## config.mk

```make
export PLATFORM = sky130hd
export DESIGN_NAME = line_interface_control_reg
export DESIGN_NICKNAME = d
export VERILOG_FILES = /design/src/include/line_ctrl_pkg.sv /design/src/include/event_flag_if.sv /design/src/core/event_flag_unit.sv /design/src/core/line_interface_control_reg.sv
export SDC_FILE = /design/constraint.sdc
export NUM_CORES = 1
export LEC_CHECK = 0
export ABC_AREA = 1
export BUFFER_PORTS_ARGS = -buffer_cell sky130_fd_sc_hd__buf_2
export CAP_MARGIN = 20
export CELL_PAD_IN_SITES_DETAIL_PLACEMENT = 1
export CELL_PAD_IN_SITES_GLOBAL_PLACEMENT = 2
export CORE_ASPECT_RATIO = 1.5
export CORE_MARGIN = 2
export CORE_UTILIZATION = 26
export CTS_CLUSTER_DIAMETER = 120
export DETAILED_ROUTE_END_ITERATION = 12
export HOLD_SLACK_MARGIN = 0.02
export PLACE_DENSITY_LB_ADDON = 0.1
export RECOVER_POWER = 50
export SLEW_MARGIN = 20
export SYNTH_ARGS = -nofsm -noshare
export SYNTH_HDL_FRONTEND = slang
export SYNTH_SLANG_ARGS = --single-unit
```

## constraint.sdc

```tcl
create_clock -name ref_clk -period 0.8 [get_ports ref_clk]
set_input_delay 0.04 -clock ref_clk [delete_from_list [all_inputs] [get_ports ref_clk]]
set_output_delay 0.04 -clock ref_clk [all_outputs]
set_load 0.005 [all_outputs]
```

## src/include/line_ctrl_pkg.sv

```systemverilog
// constants and state types for the line interface control register
package line_ctrl_pkg;

  // register map
  localparam logic [7:0] CTRL_TWO_ADDR   = 8'h11;
  localparam logic [7:0] CTRL_TWO_RESET  = 8'h00;
  localparam logic [7:0] READ_IDLE_VALUE = 8'h00;

  // bit positions inside the control register
  localparam int CAL_CLEAR_BIT   = 7;
  localparam int MAN_CAL_BIT     = 6;
  localparam int AUTO_CAL_DIS_BIT = 5;
  localparam int RING_SEL_B_BIT  = 4;
  localparam int OVL_PROT_BIT    = 3;
  localparam int BILL_EN_BIT     = 2;
  localparam int RX_OVL_BIT      = 1;
  localparam int BILL_DET_BIT    = 0;

  // event indices inside the flag unit
  localparam int EV_RX_OVL  = 0;
  localparam int EV_BILLING = 1;
  localparam int EV_COUNT   = 2;

  // writable control bits, strobes and read data, held in the main module
  typedef struct packed {
    logic       cal_clear_q;
    logic       man_cal_q;
    logic       auto_cal_dis_q;
    logic       ring_sel_b_q;
    logic       ovl_prot_q;
    logic       bill_en_q;
    logic       man_cal_pulse_q;
    logic       irq_clear_pulse_q;
    logic [7:0] rdata_q;
  } ctrl_state_type;

  // synchroniser and sticky flag state of the flag unit
  typedef struct packed {
    logic [EV_COUNT-1:0] sync1_q;
    logic [EV_COUNT-1:0] sync2_q;
    logic [EV_COUNT-1:0] flag_q;
  } flag_state_type;

endpackage : line_ctrl_pkg

```

## src/include/event_flag_if.sv

```systemverilog
// carrier between the control register and its sticky flag unit
`timescale 1ns/100ps
`default_nettype none

interface event_flag_if;
  import line_ctrl_pkg::*;
  logic [EV_COUNT-1:0] clear;  // one-cycle clear requests
  logic [EV_COUNT-1:0] arm;    // level: event may set its flag
  logic [EV_COUNT-1:0] flag;   // sticky flags

  modport owner (output clear, output arm, input flag);
  modport unit  (input clear, input arm, output flag);
endinterface : event_flag_if

`default_nettype wire

```

## src/core/event_flag_unit.sv

```systemverilog
// synchronises analog event levels and keeps the sticky status flags
`timescale 1ns/100ps
`default_nettype none

module event_flag_unit
  import line_ctrl_pkg::*;
(
  // clock and reset
  input  wire logic          ref_clk,
  input  wire logic          arst_n,
  // raw event levels from the analog front end
  input  wire logic [EV_COUNT-1:0] event_raw,
  // flags toward the register
  event_flag_if.unit         flags
);

  flag_state_type state_q;
  flag_state_type state_d;

  // two-stage synchroniser, then set-dominant sticky flags
  always_comb begin
    state_d         = state_q;
    state_d.sync1_q = event_raw;
    state_d.sync2_q = state_q.sync1_q;
    for (int i = 0; i < EV_COUNT; i++) begin
      // set wins over clear so an event in the clear cycle is kept
      if (state_q.sync2_q[i] && flags.arm[i]) begin
        state_d.flag_q[i] = 1'b1;
      end else if (flags.clear[i]) begin
        state_d.flag_q[i] = 1'b0;
      end
    end
  end

  always_ff @(posedge ref_clk or negedge arst_n) begin
    if (!arst_n) begin
      state_q <= '0;
    end else begin
      state_q <= state_d;
    end
  end

  assign flags.flag = state_q.flag_q;

endmodule : event_flag_unit

`default_nettype wire

```

## src/core/line_interface_control_reg.sv

```systemverilog
// second line interface control register with calibration and event flags
`timescale 1ns/100ps
`default_nettype none

// Functional notes
// - calibration clear bit 7 high discards stored converter calibration data.
// - writing one to bit 6 starts a manual converter calibration.
// - bit 5 zero allows automatic calibration, one suppresses it.
// - bit 4 is the second ring threshold select, paired with select a.
// - billing enable bit 2 keeps the line off-hook through supply dips.
// - billing detected flag bit 0 sets on a line supply disruption.
// - writing billing enable to zero clears the billing detected flag.
// - receive overload flag bit 1 sets when receive input is excessive.
// - writing zero to bit 1 clears it and the overload interrupt flag.
module line_interface_control_reg
  import line_ctrl_pkg::*;
(
  // clock and reset
  input  wire logic       ref_clk,
  input  wire logic       arst_n,
  // host control port, same clock domain
  input  wire logic [7:0] reg_addr,
  input  wire logic       reg_wr,
  input  wire logic       reg_rd,
  input  wire logic [7:0] reg_wdata,
  output logic      [7:0] reg_rdata,
  // analog event levels, asynchronous
  input  wire logic       rx_below_ground,
  input  wire logic       line_supply_dip,
  // converter calibration control
  output logic            calibration_clear,
  output logic            manual_calibration_start,
  output logic            auto_calibration_enable,
  // line side control
  output logic            ring_threshold_select_b,
  output logic            overload_protect_enable,
  output logic            billing_tone_enable,
  // to the interrupt status register
  output logic            receive_overload_irq_clear,
  output logic            receive_overload_flag,
  output logic            billing_tone_detected
);

  ctrl_state_type state_q;
  ctrl_state_type state_d;
  logic           wr_hit;
  logic           rd_hit;
  logic     [7:0] rd_image;

  event_flag_if flags ();

  // address match, shared by the write and read paths
  function automatic logic addr_hit(input logic [7:0] addr);
    return addr == CTRL_TWO_ADDR;
  endfunction : addr_hit

  assign wr_hit = reg_wr && addr_hit(reg_addr);
  assign rd_hit = reg_rd && addr_hit(reg_addr);

  // clear requests and arming of the sticky flags; the flag unit gives a
  // set priority over a clear, so an event landing in the very cycle of a
  // clearing write is still reported on the next read
  always_comb begin
    flags.clear = '0;
    flags.arm   = '0;
    // overload is always armed; only a written zero clears it
    flags.arm[EV_RX_OVL]   = 1'b1;
    flags.clear[EV_RX_OVL] = wr_hit && !reg_wdata[RX_OVL_BIT];
    // billing flag only works while enabled; the stored enable is used,
    // so a disruption seen in the cycle that writes the enable to zero
    // still sets the flag, and software needs a second zero write
    flags.arm[EV_BILLING]   = state_q.bill_en_q;
    flags.clear[EV_BILLING] = wr_hit && !reg_wdata[BILL_EN_BIT];
  end

  // readback image, every field at its named position; the old contents
  // are shown, so a read in the cycle of a write returns the earlier value
  always_comb begin
    rd_image                   = '0;
    rd_image[CAL_CLEAR_BIT]    = state_q.cal_clear_q;
    rd_image[MAN_CAL_BIT]      = state_q.man_cal_q;
    rd_image[AUTO_CAL_DIS_BIT] = state_q.auto_cal_dis_q;
    rd_image[RING_SEL_B_BIT]   = state_q.ring_sel_b_q;
    rd_image[OVL_PROT_BIT]     = state_q.ovl_prot_q;
    rd_image[BILL_EN_BIT]      = state_q.bill_en_q;
    rd_image[RX_OVL_BIT]       = flags.flag[EV_RX_OVL];
    rd_image[BILL_DET_BIT]     = flags.flag[EV_BILLING];
  end

  // register writes, strobes and registered read data
  // calibration clear is a plain level: it stays asserted until software
  // writes the bit back to zero, the converter side sees no pulse
  always_comb begin
    state_d                   = state_q;
    state_d.man_cal_pulse_q   = 1'b0;
    state_d.irq_clear_pulse_q = 1'b0;
    if (wr_hit) begin
      state_d.cal_clear_q    = reg_wdata[CAL_CLEAR_BIT];
      state_d.man_cal_q      = reg_wdata[MAN_CAL_BIT];
      state_d.auto_cal_dis_q = reg_wdata[AUTO_CAL_DIS_BIT];
      state_d.ring_sel_b_q   = reg_wdata[RING_SEL_B_BIT];
      state_d.ovl_prot_q     = reg_wdata[OVL_PROT_BIT];
      state_d.bill_en_q      = reg_wdata[BILL_EN_BIT];
      // each write of one launches a fresh calibration
      state_d.man_cal_pulse_q = reg_wdata[MAN_CAL_BIT];
      // written zero also clears the interrupt-side overload flag
      state_d.irq_clear_pulse_q = !reg_wdata[RX_OVL_BIT];
      // the billing detected bit in the write data is ignored
    end
    // read data held until the next read
    if (rd_hit) begin
      state_d.rdata_q = rd_image;
    end else if (reg_rd) begin
      state_d.rdata_q = READ_IDLE_VALUE;
    end
  end

  always_ff @(posedge ref_clk or negedge arst_n) begin
    if (!arst_n) begin
      state_q <= '{cal_clear_q:       CTRL_TWO_RESET[CAL_CLEAR_BIT],
                   man_cal_q:         CTRL_TWO_RESET[MAN_CAL_BIT],
                   auto_cal_dis_q:    CTRL_TWO_RESET[AUTO_CAL_DIS_BIT],
                   ring_sel_b_q:      CTRL_TWO_RESET[RING_SEL_B_BIT],
                   ovl_prot_q:        CTRL_TWO_RESET[OVL_PROT_BIT],
                   bill_en_q:         CTRL_TWO_RESET[BILL_EN_BIT],
                   man_cal_pulse_q:   1'b0,
                   irq_clear_pulse_q: 1'b0,
                   rdata_q:           READ_IDLE_VALUE};
    end else begin
      state_q <= state_d;
    end
  end

  // sticky event flags; the analog levels are asynchronous and only reach
  // logic through the unit's two-flop synchronisers
  event_flag_unit event_flag_unit_i (
    .ref_clk   (ref_clk),
    .arst_n    (arst_n),
    .event_raw ({line_supply_dip, rx_below_ground}),
    .flags     (flags)
  );

  // outputs, all straight from flip-flops so the analog side never sees a
  // decode glitch; the calibration pulse lasts exactly one clock
  assign reg_rdata                  = state_q.rdata_q;
  assign calibration_clear          = state_q.cal_clear_q;
  assign manual_calibration_start   = state_q.man_cal_pulse_q;
  assign auto_calibration_enable    = !state_q.auto_cal_dis_q;
  // reserved threshold pairs are software's to avoid; passed as written
  assign ring_threshold_select_b    = state_q.ring_sel_b_q;
  assign overload_protect_enable    = state_q.ovl_prot_q;
  assign billing_tone_enable        = state_q.bill_en_q;
  assign receive_overload_irq_clear = state_q.irq_clear_pulse_q;
  assign receive_overload_flag      = flags.flag[EV_RX_OVL];
  assign billing_tone_detected      = flags.flag[EV_BILLING];

endmodule : line_interface_control_reg

`default_nettype wire

```

# ---- Yosys cells after proc, flatten, opt, wreduce, memory -nomap -nowiden
# Cells that the tools add are included.
dict set report word_totals {
  out_inout_bits 17
  input_bits 22
  regBits 22
}
dict set report classes {
  reduce_logical 11
  n_eq_ne 1
  muxes 7
}
# op n
set op_table {}
lappend op_table {{$mux W8} 2}
lappend op_table {{$eq A8 B5 Y1 const B} 1}
lappend op_table {{$reduce_bool A2 Y1} 3}
lappend op_table {{$logic_and A1 B1 Y1} 5}
lappend op_table {{$mux W1} 4}
lappend op_table {{$logic_not A1 Y1} 3}
lappend op_table {{$mux W2} 1}

# ---- Logic depth before layout (Yosys ltp)
dict set report logic_depth {
  ltp_word 5
  mapped_depth 7
  ltp_nobuf 6
}

# ---- Cells and area by module
# From an unflattened synthesis, not the netlist that was laid out.
dict set report unflattened {
  cells_unflattened 96
  area_unflattened_um2 878.3
}
# mod cells_per_inst area_per_inst_um2 n_inst
set modules_own_cells {}
lappend modules_own_cells {line_interface_control_reg 80 683.2 1}
lappend modules_own_cells {event_flag_unit 16 195.2 1}

# ---- Worst setup path before layout
# OpenSTA, ideal clock, no wires.
dict set report synth_timing {
  path_type {input -> register}
  start {input reg_addr[5]}
  end {register state_q, in the netlist overload_protect_enable}
  path_stages 7
  t_arrival_ns 0.645
  n_path_buf 1
  setup_ns 0.117
  setup_slack_ns 0.038
  cell_sequence {inv_1 > nand2_1 > nor2_4 > nand3_4 > buf_6 > nand2_2 > o21ai_2}
}
dict set report synth_via {
  elab_chain_cells 2
}
# element line
set synth_lines {}
lappend synth_lines {{start, declared} line_interface_control_reg.sv:22} ;# input wire logic [7:0] reg_addr,
lappend synth_lines {{$eq A8 B5 Y1} line_interface_control_reg.sv:54} ;# return addr == CTRL_TWO_ADDR;
lappend synth_lines {{$logic_and A1 B1 Y1} line_interface_control_reg.sv:57} ;# assign wr_hit = reg_wr && addr_hit(reg_addr);
lappend synth_lines {{end signal, assigned} line_interface_control_reg.sv:120} ;# state_q <= '{cal_clear_q: CTRL_TWO_RESET[CAL_CLEAR_BIT],
lappend synth_lines {{end signal, assigned} line_interface_control_reg.sv:130} ;# state_q <= state_d;
lappend synth_lines {{end, declared} line_interface_control_reg.sv:44} ;# ctrl_state_type state_q;
# Every way passes these cells.
# A chain may end at the register's enable or synchronous reset.

# ---- Worst setup path in the final report
dict set report layout_timing {
  start {register state_q, in the netlist rd_image[5]}
  end {output auto_calibration_enable}
}
dict set report layout_via {
  elab_chain_cells 1
}
# element line
set layout_lines {}
lappend layout_lines {{$logic_not A1 Y1} line_interface_control_reg.sv:148} ;# assign auto_calibration_enable = !state_q.auto_cal_dis_q;
lappend layout_lines {{end, declared} line_interface_control_reg.sv:33} ;# output logic auto_calibration_enable,
# Every way passes these cells.

==> impl_metrics.csv <==
group,metric,value,unit
cells_and_area,final_area,1370,um2
global_route,antenna_found_initial,0,
synthesis,synthArstFlopShare,1.00,
power_and_ir_drop,power.share.combinational,0.104,
route,totalWireLength,2160,um
synthesis,synth_edf_count,0,
die,core_area,3380,um2
clock_tree,numCtsBuffers,3,
cells_and_area,fin_util,0.405,
global_route,grt_max_degree,23,
route,dr.pass1.iters,2,
worst_setup_path,end_kind,"output pin",
synthesis,synth_cells,91,
synthesis,yosys.area.top_type_share,0.602,
cells_and_area,fin_nets,172,
worst_setup_path,crit_fanout,2,
synthesis,ys_warn_count,0,
run,drv_cap,0,
sta,post-route-period-util,1.06,
sta,rsz0062_at_grt,"yes",
die,start_util,0.270,
die,fp-row-count,26,
sta,max_freq,1180,MHz
global_route,first_global_vias,785,
power_and_ir_drop,swShare,0.212,
min_path,holdPathStages,3,
worst_setup_path,cpPeakStageDelay,0.40,ns
cells_and_area,fillers,422,
route,drt_iter0_markers,12,
power_and_ir_drop,total_power,2.14,mW
sta,slew_violations,0,
outcome,status,"finished with violations",
outcome,violations,"negative setup slack",
worst_setup_path,r2r-end,"reg_rdata[4]",
sta,skew,0.00100,ns
route,viasPerCell,3.97,
clock_tree,h-tree-depth,1,
power_and_ir_drop,p_clk_frac,0.359,
cells_and_area,ff_latch_area,551,um2
worst_setup_path,worstPathArrival,0.81,ns
power_and_ir_drop,p_switching,455,uW
cells_and_area,drive_gt1_frac,0.470,
placed_design,place_ws,-0.149,ns
min_path,holdPathEnd,"ring_threshold_select_b",
cells_and_area,area_growth,49.7,%
power_and_ir_drop,cell_internal_pwr,1.69,mW
synthesis,ys.flop_type,"dfrtp_1",
cells_and_area,diodes,0,
power_and_ir_drop,p_seq_frac,0.537,
synthesis,yosysTopAreaCell,"dfrtp_1",
power_and_ir_drop,ir_drop,1.24,mV
worst_setup_path,crit_type,"flip-flop to output pin",
worst_setup_path,ff2ff_path_depth,3,
synthesis,ys_ff_latch,22,
min_path,holdCritStartpoint,"reg_wdata[4]",
die,die_y,76.6,um
clock_tree,cts_tree,"done",
synthesis,yosysMostFrequentCell,"inv_1",
placed_design,placed_cell_area,1140,um2
synthesis,ys_top_cells_by_count,"inv_1, dfrtp_1, nand2_1",
global_route,overflow,0,
route,ant_nets,0,
worst_setup_path,crit_chain,"inv_2 > buf_6",
cells_and_area,multi_input_area,241,um2
power_and_ir_drop,p_leak,0.754,nW
worst_setup_path,r2r_start,"ring_threshold_select_b",
sta,setup_viol,7,
power_and_ir_drop,p_per_area,1570,nW/um2
global_route,grt_pass1_wl,3580,um
synthesis,syn_nets,113,
synthesis,synth-seq-area-share,0.602,
sta,relSlewSlack,0.669,
sta,worstMarginPinSlew,0.497,ns
min_path,min_path_type,"input pin to flip-flop",
worst_setup_path,crit_required,0.76,ns
worst_setup_path,critPathSlowestCell,"dfrtp_1",
sta,worst_slack,-0.0494,ns
placed_design,port_buffers,37,
placed_design,gp_congestion,0.631,
clock_tree,root_buffer,"clkbuf_8",
die,die_w,52.4,um
synthesis,ys_top_cells_by_area,"dfrtp_1, inv_1, o21ai_2, o22ai_1, nand2_1",
synthesis,syn_area_per_cell,10.1,um2
clock_tree,cts.clk_slew.worst_paths,0.07,ns
route,route.detailed.drc,0,
clock_tree,clock_latency,0.25,ns
worst_setup_path,r2r_slack,0.04,ns
synthesis,synth_area,915,um2
route,dr_total_vias,759,
synthesis,ys_types,13,
global_route,grt_util_all_layers,0.120,
clock_tree,cts_buffer_depth,2,
route,wl_per_cell,11.3,um
sta,hold_viol,0,
cells_and_area,final_cells,191,
die,ios,39,
placed_design,dp_hpwl,1500,um
die,die_area,4020,um2
placed_design,dpl.cell_count,169,
worst_setup_path,start_kind,"flip-flop",
clock_tree,cts_sinks,22,
sta,period_needed,0.849,ns
==> logic make-up (layout without fill, tap and decap cells) <==
kind of cell	after synthesis	count (layout)	synth area share
AOI/OAI and AO/OA	14	14	0.112
buffers and inverters	33	91	0.144
DFF	22	22	0.602
and+or+nand+nor	22	22	0.142
==> area by class of cell <==
class	count	share of cell area
Clock buffer	4	0.0402
Inverter	31	0.0850
Multi-Input combinational cell	36	0.176
Sequential cell	22	0.402
Tap cell	42	0.0384
Timing Repair Buffer	56	0.258
==> power groups by stage <==
stage	combinational (mW)	sequential, mW	clock, mW
after floorplan	0.0688	1.18	0
after global placement	0.170	1.18	0
after detailed placement	0.173	1.18	0
after CTS	0.221	1.15	0.810
after global routing	0.252	1.16	0.858
final	0.223	1.15	0.769
==> worst max-delay path, delay by kind of cell, from the launching register on <==
| family | cells | cell delay, ns |
|---|---|---|
| flops | 1 | 0.40 |
| buf+inv | 2 | 0.16 |
==> metrics by stage <==
step           hold slack, ns  TNS, ns
2_1_floorplan          -0.256        0
3_3_place_gp           0.0361    -1.93
3_5_place_dp           0.0416    -2.07
4_1_cts                0.0321   -0.325
5_1_grt                0.0417    -1.03
6_report               0.0401   -0.122
==> repair_timing <==
item,4_1_cts,5_1_grt
pin swaps,0,0
hold endpoints to repair,27,0
resized for setup,0,6
buffers inserted,8,5
hold buffers,6,0
setup endpoints to repair,15,20
==> sequential cells by signal, indices dropped and copies added, names as in the netlist <==
signal                        count
reg_rdata                         8
event_flag_unit_i.flags.flag      2
event_flag_unit_i.state_d         2
event_flag_unit_i.state_q         2
rd_image                          2
billing_tone_enable               1
calibration_clear                 1
manual_calibration_start          1
overload_protect_enable           1
receive_overload_irq_clear        1
ring_threshold_select_b           1
==> worst max-delay path by stage <==
stage / start / to / slack, ns / depth (start not counted)
3_5_place_dp: reg_addr[5] / billing_tone_enable / -0.15 / 7
3_3_place_gp: reg_addr[5] / reg_rdata[5] / -0.14 / 6
6_report: rd_image[5] / auto_calibration_enable / -0.05 / 2
4_1_cts: rd_image[5] / auto_calibration_enable / -0.07 / 2
2_1_floorplan: reg_addr[5] / overload_protect_enable / 0.04 / 7
5_1_grt: rd_image[5] / auto_calibration_enable / -0.09 / 2
==> placed cells by master (no fill, tap or decap) <==
cell type	count
buf_2	36
inv_1	29
dfrtp_1	22
nand2_1	12
buf_4	12
o22ai_1	7
o21ai_2	6
dlygate4sd3_1	6
clkbuf_8	4
nand2_2	3
nand4_1	2
inv_2	2
nand3_4	2
buf_6	2
nor2_4	1
nor2_2	1
nor2_1	1
o22ai_2	1
==> routing by layer <==
metal	routed length, um	share of wire	vias to the layer above	global-route usage
li1	-	-	386	-
met1	851	0.39	347	0.136
met2	1160	0.54	24	0.215
met3	117	0.054	2	0.0176
met4	27	0.013	0	0.0462
met5	0	0	-	0
No activity file was read; power rests on OpenSTA's default activity.
